`src/verilog/clockgen_defines.svh`:
```
// constants for the serial configuration port and control pins
// assumes a single 25 MHz clock and synchronous pin inputs
`ifndef CLOCKGEN_DEFINES_SVH
`define CLOCKGEN_DEFINES_SVH

// ****************************************
// clock and timing
// ****************************************
`define CG_CLK_PERIOD_NS 40
`define CG_STEP_MIN_NS 100
`define CG_STEP_MIN_CYC \
    ((`CG_STEP_MIN_NS + `CG_CLK_PERIOD_NS - 1) / `CG_CLK_PERIOD_NS)
`define CG_TIMEOUT_US 25000
`define CG_TIMEOUT_CYC ((`CG_TIMEOUT_US * 1000) / `CG_CLK_PERIOD_NS)

// ****************************************
// addressing and register space
// ****************************************
`define CG_ADDR_FIXED 6'h38
`define CG_REG_LOWVOLT 8'h1b
`define CG_LOWVOLT_BIT 7
`define CG_REG_COUNT 256

`endif

```
`src/verilog/clockgen_pkg.sv`:
```
// types shared by the serial port and control pin logic
// assumes the defines header is compiled alongside
package clockgen_pkg;

    // ****************************************
    // variant of the two multi-function pins
    // ****************************************
    typedef enum logic [1:0] {
        VAR_CLKIN = 2'h0,
        VAR_PHASE = 2'h1,
        VAR_FREQ = 2'h2,
        VAR_OUTDIS = 2'h3
    } variant_t;

    // ****************************************
    // serial slave states, one-hot
    // ****************************************
    typedef enum logic [6:0] {
        ST_IDLE = 7'h01,
        ST_ADDR = 7'h02,
        ST_ACK_ADDR = 7'h04,
        ST_WRITE = 7'h08,
        ST_ACK_WR = 7'h10,
        ST_READ = 7'h20,
        ST_ACK_RD = 7'h40
    } slave_state_t;

    typedef struct packed {
        logic enable;
        logic highZ;
    } clk_ctrl_t;

    typedef struct packed {
        logic up;
        logic down;
    } step_t;

endpackage

```
`src/verilog/step_pulse_filter.sv`:
```
// qualifies one step pin: one-cycle pulse once the pin has been high
// for the minimum width; assumes the pin is synchronous to mclk
`timescale 1ns/1ps
`include "clockgen_defines.svh"

module step_pulse_filter (
    input wire logic mclk,
    input wire logic srst,
    input wire logic pin,
    output logic pulse
);
    localparam logic [2:0] MIN_CYC = 3'(`CG_STEP_MIN_CYC);

    logic [2:0] highCnt;
    wire reached = (highCnt == MIN_CYC - 3'h1) & pin;

    // [RULE_06] minimum width qualify
    // [RULE_07] minimum width qualify
    always_ff @(posedge mclk) begin
        if (srst || !pin) begin
            highCnt <= 3'h0;
            pulse <= 1'b0;
        end else begin
            if (highCnt != MIN_CYC) begin
                highCnt <= highCnt + 3'h1;
            end
            pulse <= reached;
        end
    end
endmodule

```
`src/verilog/clockgen_serial_ctrl.sv`:
```
// serial configuration slave with register space and control pins
// assumes scl and sda are synchronous to mclk, sda is open drain
`timescale 1ns/1ps
`include "clockgen_defines.svh"

// Notes on behaviour
// [RULE_01] release stuck data line after timeout
// [RULE_02] host sets low-voltage bit below 2.5 V
// [RULE_03] answer 70h or 71h per address pin
// [RULE_04] output-disable pin high disables all outputs
// [RULE_05] disabled outputs high impedance by default
// [RULE_06] phase step pins, pulse at least 100 ns
// [RULE_07] frequency step pins, pulse at least 100 ns
// [RULE_08] 7-bit slave only, burst auto increment
// [RULE_09] write: address, pointer, then data bytes
// [RULE_10] read: set pointer, then read from it
// [RULE_11] fixed six bits plus pin, ignore others
module clockgen_serial_ctrl #(
    parameter int TIMEOUT_CYCLES = `CG_TIMEOUT_CYC
) (
    input wire logic mclk,
    input wire logic srst,
    input clockgen_pkg::variant_t variantSel,
    input wire logic multiFunctionInputA,
    input wire logic multiFunctionInputB,
    input wire logic driveLowWhenOff,
    input wire logic scl,
    input wire logic sdaIn,
    output logic sdaOut,
    output logic sdaOe,
    output clockgen_pkg::clk_ctrl_t clkCtrl,
    output clockgen_pkg::step_t phaseStep,
    output clockgen_pkg::step_t freqStep,
    output logic lowVoltMode
);
    // ****************************************
    // bus sampling and conditions
    // ****************************************
    logic sclQ, sdaQ, sclPrev, sdaPrev;
    clockgen_pkg::slave_state_t state;
    logic [3:0] bitCnt;
    logic [7:0] rxShift, txShift, ptr;
    logic rnw, ptrPending, masterAck, slaveLsb;
    logic [19:0] sclLowCnt;
    logic [7:0] mem [`CG_REG_COUNT];

    wire sclRise = sclQ & ~sclPrev;
    wire sclFall = ~sclQ & sclPrev;
    wire startCond = sclQ & sclPrev & sdaPrev & ~sdaQ;
    wire stopCond = sclQ & sclPrev & ~sdaPrev & sdaQ;
    wire byteDone = bitCnt == 4'h8;
    wire [6:0] slaveAddr = {`CG_ADDR_FIXED, slaveLsb};
    wire addrMatch = rxShift[7:1] == slaveAddr;
    wire isIdle = state == clockgen_pkg::ST_IDLE;
    wire timedOut = !isIdle && (sclLowCnt == 20'(TIMEOUT_CYCLES));
    wire memWe = (state == clockgen_pkg::ST_WRITE) && sclFall &&
        byteDone && !ptrPending;
    wire [7:0] memRdata = mem[ptr];
    wire [7:0] ptrNext = ptr + 8'h01;

    always_ff @(posedge mclk) begin
        if (srst) begin
            sclQ <= 1'b1;
            sdaQ <= 1'b1;
            sclPrev <= 1'b1;
            sdaPrev <= 1'b1;
        end else begin
            sclQ <= scl;
            sdaQ <= sdaIn;
            sclPrev <= sclQ;
            sdaPrev <= sdaQ;
        end
    end

    // [RULE_01] scl low watchdog
    always_ff @(posedge mclk) begin
        if (srst || sclQ || isIdle) begin
            sclLowCnt <= 20'h0;
        end else if (!timedOut) begin
            sclLowCnt <= sclLowCnt + 20'h1;
        end
    end

    // ****************************************
    // slave state machine
    // ****************************************
    always_ff @(posedge mclk) begin
        if (srst) begin
            state <= clockgen_pkg::ST_IDLE;
            bitCnt <= 4'h0;
            rxShift <= 8'h0;
            txShift <= 8'h0;
            rnw <= 1'b0;
            ptr <= 8'h0;
            ptrPending <= 1'b0;
            masterAck <= 1'b0;
            sdaOe <= 1'b0;
        end else if (timedOut || stopCond) begin
            // [RULE_01] release on timeout
            state <= clockgen_pkg::ST_IDLE;
            sdaOe <= 1'b0;
        end else if (startCond) begin
            state <= clockgen_pkg::ST_ADDR;
            bitCnt <= 4'h0;
            sdaOe <= 1'b0;
        end else begin
            case (state)
                clockgen_pkg::ST_ADDR, clockgen_pkg::ST_WRITE: begin
                    if (sclRise) begin
                        rxShift <= {rxShift[6:0], sdaQ};
                        bitCnt <= bitCnt + 4'h1;
                    end else if (sclFall && byteDone) begin
                        if (state == clockgen_pkg::ST_ADDR) begin
                            // [RULE_11] address compare
                            if (addrMatch) begin
                                state <= clockgen_pkg::ST_ACK_ADDR;
                                sdaOe <= 1'b1;
                                rnw <= rxShift[0];
                            end else begin
                                state <= clockgen_pkg::ST_IDLE;
                            end
                        end else begin
                            // [RULE_09] pointer then data
                            state <= clockgen_pkg::ST_ACK_WR;
                            sdaOe <= 1'b1;
                            ptrPending <= 1'b0;
                            ptr <= ptrPending ? rxShift : ptrNext;
                        end
                    end
                end
                clockgen_pkg::ST_ACK_ADDR: begin
                    if (sclFall) begin
                        bitCnt <= 4'h0;
                        if (rnw) begin
                            // [RULE_10] read from pointer
                            state <= clockgen_pkg::ST_READ;
                            txShift <= memRdata;
                            sdaOe <= ~memRdata[7];
                            ptr <= ptrNext;
                        end else begin
                            state <= clockgen_pkg::ST_WRITE;
                            sdaOe <= 1'b0;
                            ptrPending <= 1'b1;
                        end
                    end
                end
                clockgen_pkg::ST_ACK_WR: begin
                    if (sclFall) begin
                        state <= clockgen_pkg::ST_WRITE;
                        sdaOe <= 1'b0;
                        bitCnt <= 4'h0;
                    end
                end
                clockgen_pkg::ST_READ: begin
                    if (sclRise) begin
                        bitCnt <= bitCnt + 4'h1;
                    end else if (sclFall) begin
                        if (byteDone) begin
                            state <= clockgen_pkg::ST_ACK_RD;
                            sdaOe <= 1'b0;
                        end else begin
                            txShift <= {txShift[6:0], 1'b0};
                            sdaOe <= ~txShift[6];
                        end
                    end
                end
                clockgen_pkg::ST_ACK_RD: begin
                    if (sclRise) begin
                        masterAck <= ~sdaQ;
                    end else if (sclFall) begin
                        bitCnt <= 4'h0;
                        // [RULE_08] burst read increment
                        if (masterAck) begin
                            state <= clockgen_pkg::ST_READ;
                            txShift <= memRdata;
                            sdaOe <= ~memRdata[7];
                            ptr <= ptrNext;
                        end else begin
                            state <= clockgen_pkg::ST_IDLE;
                        end
                    end
                end
                default: begin
                    state <= clockgen_pkg::ST_IDLE;
                    sdaOe <= 1'b0;
                end
            endcase
        end
    end

    // ****************************************
    // register space
    // ****************************************
    always_ff @(posedge mclk) begin
        if (srst) begin
            for (int i = 0; i < `CG_REG_COUNT; i++) begin
                mem[i] <= 8'h00;
            end
        end else if (memWe) begin
            mem[ptr] <= rxShift;
        end
    end

    // [RULE_02] low-voltage compatibility bit
    always_ff @(posedge mclk) begin
        if (srst) begin
            lowVoltMode <= 1'b0;
        end else if (memWe && ptr == `CG_REG_LOWVOLT) begin
            lowVoltMode <= rxShift[`CG_LOWVOLT_BIT];
        end
    end

    // ****************************************
    // control pins
    // ****************************************
    wire useLsb = (variantSel == clockgen_pkg::VAR_CLKIN) ||
        (variantSel == clockgen_pkg::VAR_OUTDIS);
    wire outDisable = (variantSel == clockgen_pkg::VAR_OUTDIS) &&
        multiFunctionInputA;
    wire isPhase = variantSel == clockgen_pkg::VAR_PHASE;
    wire isFreq = variantSel == clockgen_pkg::VAR_FREQ;
    wire [1:0] stepRaw = {multiFunctionInputB, multiFunctionInputA};
    wire [1:0] stepPulse;

    genvar g;
    generate
        for (g = 0; g < 2; g++) begin : gen_step
            step_pulse_filter u_filter (
                .mclk(mclk),
                .srst(srst),
                .pin(stepRaw[g]),
                .pulse(stepPulse[g])
            );
        end
    endgenerate

    always_ff @(posedge mclk) begin
        if (srst) begin
            slaveLsb <= 1'b0;
            clkCtrl <= '{enable: 1'b1, highZ: 1'b0};
            phaseStep <= '0;
            freqStep <= '0;
            sdaOut <= 1'b0;
        end else begin
            // [RULE_03] address low bit
            slaveLsb <= useLsb & multiFunctionInputB;
            // [RULE_04] disable all outputs
            clkCtrl.enable <= ~outDisable;
            // [RULE_05] tri-state when off
            clkCtrl.highZ <= outDisable & ~driveLowWhenOff;
            // [RULE_06] phase step routing
            phaseStep <= '{up: isPhase & stepPulse[0],
                down: isPhase & stepPulse[1]};
            // [RULE_07] frequency step routing
            freqStep <= '{up: isFreq & stepPulse[0],
                down: isFreq & stepPulse[1]};
            sdaOut <= 1'b0;
        end
    end
endmodule

```
`config.mk`:
```
export PLATFORM = sky130hd
export DESIGN_NAME = clockgen_serial_ctrl
export DESIGN_NICKNAME = d
export VERILOG_FILES = /design/src/verilog/clockgen_pkg.sv /design/src/verilog/step_pulse_filter.sv /design/src/verilog/clockgen_serial_ctrl.sv
export VERILOG_INCLUDE_DIRS = /design/src /design/src/verilog
export SDC_FILE = /design/constraint.sdc
export NUM_CORES = 2
export LEC_CHECK = 0
export ABC_AREA = 1
export BUFFER_PORTS_ARGS = -buffer_cell sky130_fd_sc_hd__buf_2
export CELL_PAD_IN_SITES_DETAIL_PLACEMENT = 0
export CELL_PAD_IN_SITES_GLOBAL_PLACEMENT = 2
export CORE_UTILIZATION = 39
export CTS_BUF_LIST = sky130_fd_sc_hd__clkbuf_4 sky130_fd_sc_hd__clkbuf_8
export DETAILED_ROUTE_END_ITERATION = 16
export GPL_TIMING_DRIVEN = 0
export PLACE_DENSITY = 0.76
export REMOVE_ABC_BUFFERS = 1
export SLEW_MARGIN = 20
export SYNTH_ARGS = -nofsm -noshare
export SYNTH_HDL_FRONTEND = slang
export SYNTH_SLANG_ARGS = --single-unit
```
`constraint.sdc`:
```
create_clock -name mclk -period 2.4 [get_ports mclk]
set_input_delay 0.24 -clock mclk [delete_from_list [all_inputs] [get_ports mclk]]
set_output_delay 0.24 -clock mclk [all_outputs]
set_load 0.005 [all_outputs]
```
==> flow_summary.toml <==
[drt]
first_pass_iters = 6
wl_per_cell_um = 25.63
ant_nets = 0
drcViolationCount = 0
via_count = 75450
drt_iter0_drc = 6880
via_per_inst = 5.520
totalWireLength_mm = 350.3

[setup_path]
crit_buf_inv = 7
worstReg2RegEnd = "sdaOe$_SDFFE_PP0P_"
critPathSlowestCell = "dfxtp_4"
critPathKind = "reg2reg"
cp.arrival_ns = 4.06
end_kind = "flip-flop"
cpMostUsedCell = "nand3_1"
critical-path-top-delay-family = "simple AND/OR/NAND/NOR gates"
crit_chain = "buf_16 > buf_16 > inv_16 > buf_16 > buf_16 > buf_12 > nand2_1 > nand3_1 > nand3_1 > nand3_1 > nand3_1 > nand2_2 > nand2_1 > nand3_2 > nand3_1 > nand3_2 > nand3_1 > nand2_1 > inv_1"
slowest_delay_ns = 0.39
reg2reg_slack_ns = -0.68
worstPathRequired_ns = 3.38
r2r_cells = 19
start_kind = "flip-flop"
cp_max_fo = 8

[hold_path]
worstHoldPathType = "in2reg"
holdPathStages = 3
worstHoldStart = "srst"
min_to = "slaveLsb$_SDFF_PP0_"

[floorplan]
die_area_um2 = 249300
row_count = 182
ioPinCount = 18
coreArea_um2 = 245900
die_w_um = 499.3
die_y_um = 499.3
start_util_pct = 39.21

[sta]
clock_skew_ns = 0.08847
finalSetupViolCount = 3584
period_minus_slack_ns = 3.075
setup_ws_ns = -0.6750
min_period_over_period_pct = 128.1
rsz0062_at_grt = "true"
drv_slew = 0
whs_ns = 0.1390
worstMarginPinSlew_ns = 1.028
fmax_mhz = 325.2
finalHoldViolations = 0
relSlewSlack_pct = 31.45

[yosys]
synth_top_family_by_area = "simple AND/OR/NAND/NOR gates"
synth_ff_type = "edfxtp_1"
syn_area_per_cell_um2 = 9.607
yosys-top-cells-count = "nand2_1 (2514), nor2_1 (2193), edfxtp_1 (2048)"
synth.cell_area_um2 = 96440
async_flop_share_pct = 0
synth-seq-cells = 2134
synth_top_area_share_pct = 63.77
syn_inst = 10040
synth_area_leader_cell = "edfxtp_1"
synth-edff-count = 2048
synth-xor-area-share_pct = 0.06357
synth_warnings = 0
synth.most_common_cell = "nand2_1"
synth_mux_area_share_pct = 0
synth_area_leaders = "edfxtp_1 (64%), nand3_1 (10%), nand2_1 (9.8%), nor2_1 (8.5%), clkbuf_1 (2.4%)"
synth_adder_area_share_pct = 0.2206
yosys.cell_types.count = 39
yosys.area_share.simple_pct = 29.80
synth_compound_area_share_pct = 1.018
synth-seq-area-share_pct = 65.55

[clock_network]
clock_path_buffers = 4
clkTransAtPathRegs_ns = 0.06
cts-root-buf = "clkbuf_8"
htree_num_levels = 5
cts_tree = "done"
numCtsBuffers = 394
clkLatencyLatePin_ns = 1.08
cts.sinks = 2134

[layout]
drive_gt1_share_pct = 16.57
area_delta_synth_final_pct = 21.81
fin_cells = 13670
final_nets = 10190

[placed_design]
place_inst = 12680
dpl_worst_slack_ns = -2.544
place_congestion = 0.7837
io_buffer_count = 16
hpwl_mm = 186.2

[power]
pwr-share-clk_pct = 42.6
powerDensity_nw_per_um2 = 673.6
power.switching_mw = 17.93
power_frac_comb_pct = 3.5
p_leak_nw = 41.23
intPower_mw = 61.21
ir_drop_v = 0.0005579
seqPwrFrac_pct = 53.9
swShare_pct = 22.65

[global_routing]
grt_pass1_vias = 73270
grt_usage_pct = 27.74
grt_pass1_wl_mm = 505.9
grt_start_max_net_pins = 89
antenna_found_initial = 8
gr-total-overflow = 0

[run_status]
status = "complete, but fails checks"
violations = "negative setup slack"

[job]
drv_cap = 0
per-layer routing:
layer	track usage (%)	up-vias	wire [um]
li1	-	34460	-
met1	36.86	37620	145600
met2	46.26	2755	168600
met3	3.719	618	22890
met4	10.08	2	13150
met5	0	-	14
power by group through the flow:
stage	logic [mW]	clock network, mW	registers, mW
floorplan	1.56	0	43.3
detailed placement	2.31	0	43.4
global route	3.01	35.8	42.8
global placement	2.37	0	43.5
CTS	2.69	34.2	42.6
finish	2.77	33.7	42.6
flip-flops by register name (all words and copies together) (netlist names), 2 cells and up, named ones only:
name                       count
state                          7
clkCtrl                        2
rxShift                        8
ptr                            8
txShift                        7
mem                         2048
sclLowCnt                     20
freqStep                       2
phaseStep                      2
bitCnt                         4
gen_step.u_filter.pulse        2
gen_step.u_filter.highCnt      6
worst reg2reg max path: stages, from the launching register on:
cell and delay [ns]:
dfxtp_4 0.39, buf_16 0.15, buf_16 0.14, inv_16 0.12, buf_16 0.17, buf_16 0.16
buf_12 0.15, nand2_1 0.06, nand3_1 0.07, nand3_1 0.16, nand3_1 0.19, nand3_1 0.22
nand2_2 0.21, nand2_1 0.09, nand3_2 0.14, nand3_1 0.20, nand3_2 0.20, nand3_1 0.11
nand2_1 0.07, inv_1 0.03
metrics by stage:
stage          power (mW)   TNS, ns  utilization (%)  area [um^2]
2_1_floorplan       44.89  -6384.08                -        93630
6_report            79.13   -962.62            47.77       117500
3_5_place_dp        45.72  -5937.50            41.21       101400
4_1_cts             79.53  -1307.56            47.23       116200
3_3_place_gp        45.89         -            39.74        97740
5_1_grt             81.57  -1615.71            47.77       117500
worst max-delay path by stage:
stage	slack, ns	endpoint	start	cells after the start
floorplan	-58.38	txShift[5]$_SDFFE_PP0P_	flip-flop	13
global placement	-162.78	sdaOe$_SDFFE_PP0P_	flip-flop	14
detailed placement	-2.54	sdaOe$_SDFFE_PP0P_	flip-flop	19
CTS	-0.57	txShift[6]$_SDFFE_PP0P_	flip-flop	21
global route	-0.69	sdaOe$_SDFFE_PP0P_	flip-flop	20
finish	-0.68	sdaOe$_SDFFE_PP0P_	flip-flop	19
kinds of logic (layout without fill, tap and decap cells):
logic type               Yosys count  count (layout)
AO/OA/AOI/OAI                    183             183
XOR/XNOR                           7               7
adder cells (fa/ha/maj)           17              17
buffers and inverters            844            1249
flip-flops                      2134            2134
other                              1               5
AND/OR/NAND/NOR                 6852            6853
layout by cell type (no fill, tap or decap), types with 124 or more instances in the layout:
master / instances
clkbuf_8: 403
buf_16: 157
nor2_1: 2159
nand2_1: 2241
nand3_1: 1787
nand2_2: 217
clkbuf_4: 134
edfxtp_1: 2048
nand3_2: 149
nand2_4: 124
final cells by class:
type,instances,area [um^2]
sequential,2134,63260
timing repair inverter,8,83.83
fill,22910,128500
clock buffer,537,6553
inverter,111,569.3
timing repair buffer,456,8803
antenna,4,10.01
tap,3220,4029
multi-input combinational,7061,33380
clock inverter,137,784.5
repair_timing:
item	4_1_cts	5_1_grt
hold endpoints to repair	34	17
gates cloned	106	1
gates resized for setup	615	258
buffers inserted	158	25
pin swaps	120	32
setup endpoints to repair	4140	4147
hold buffers	24	1
No activity file was read; power rests on OpenSTA's default activity.
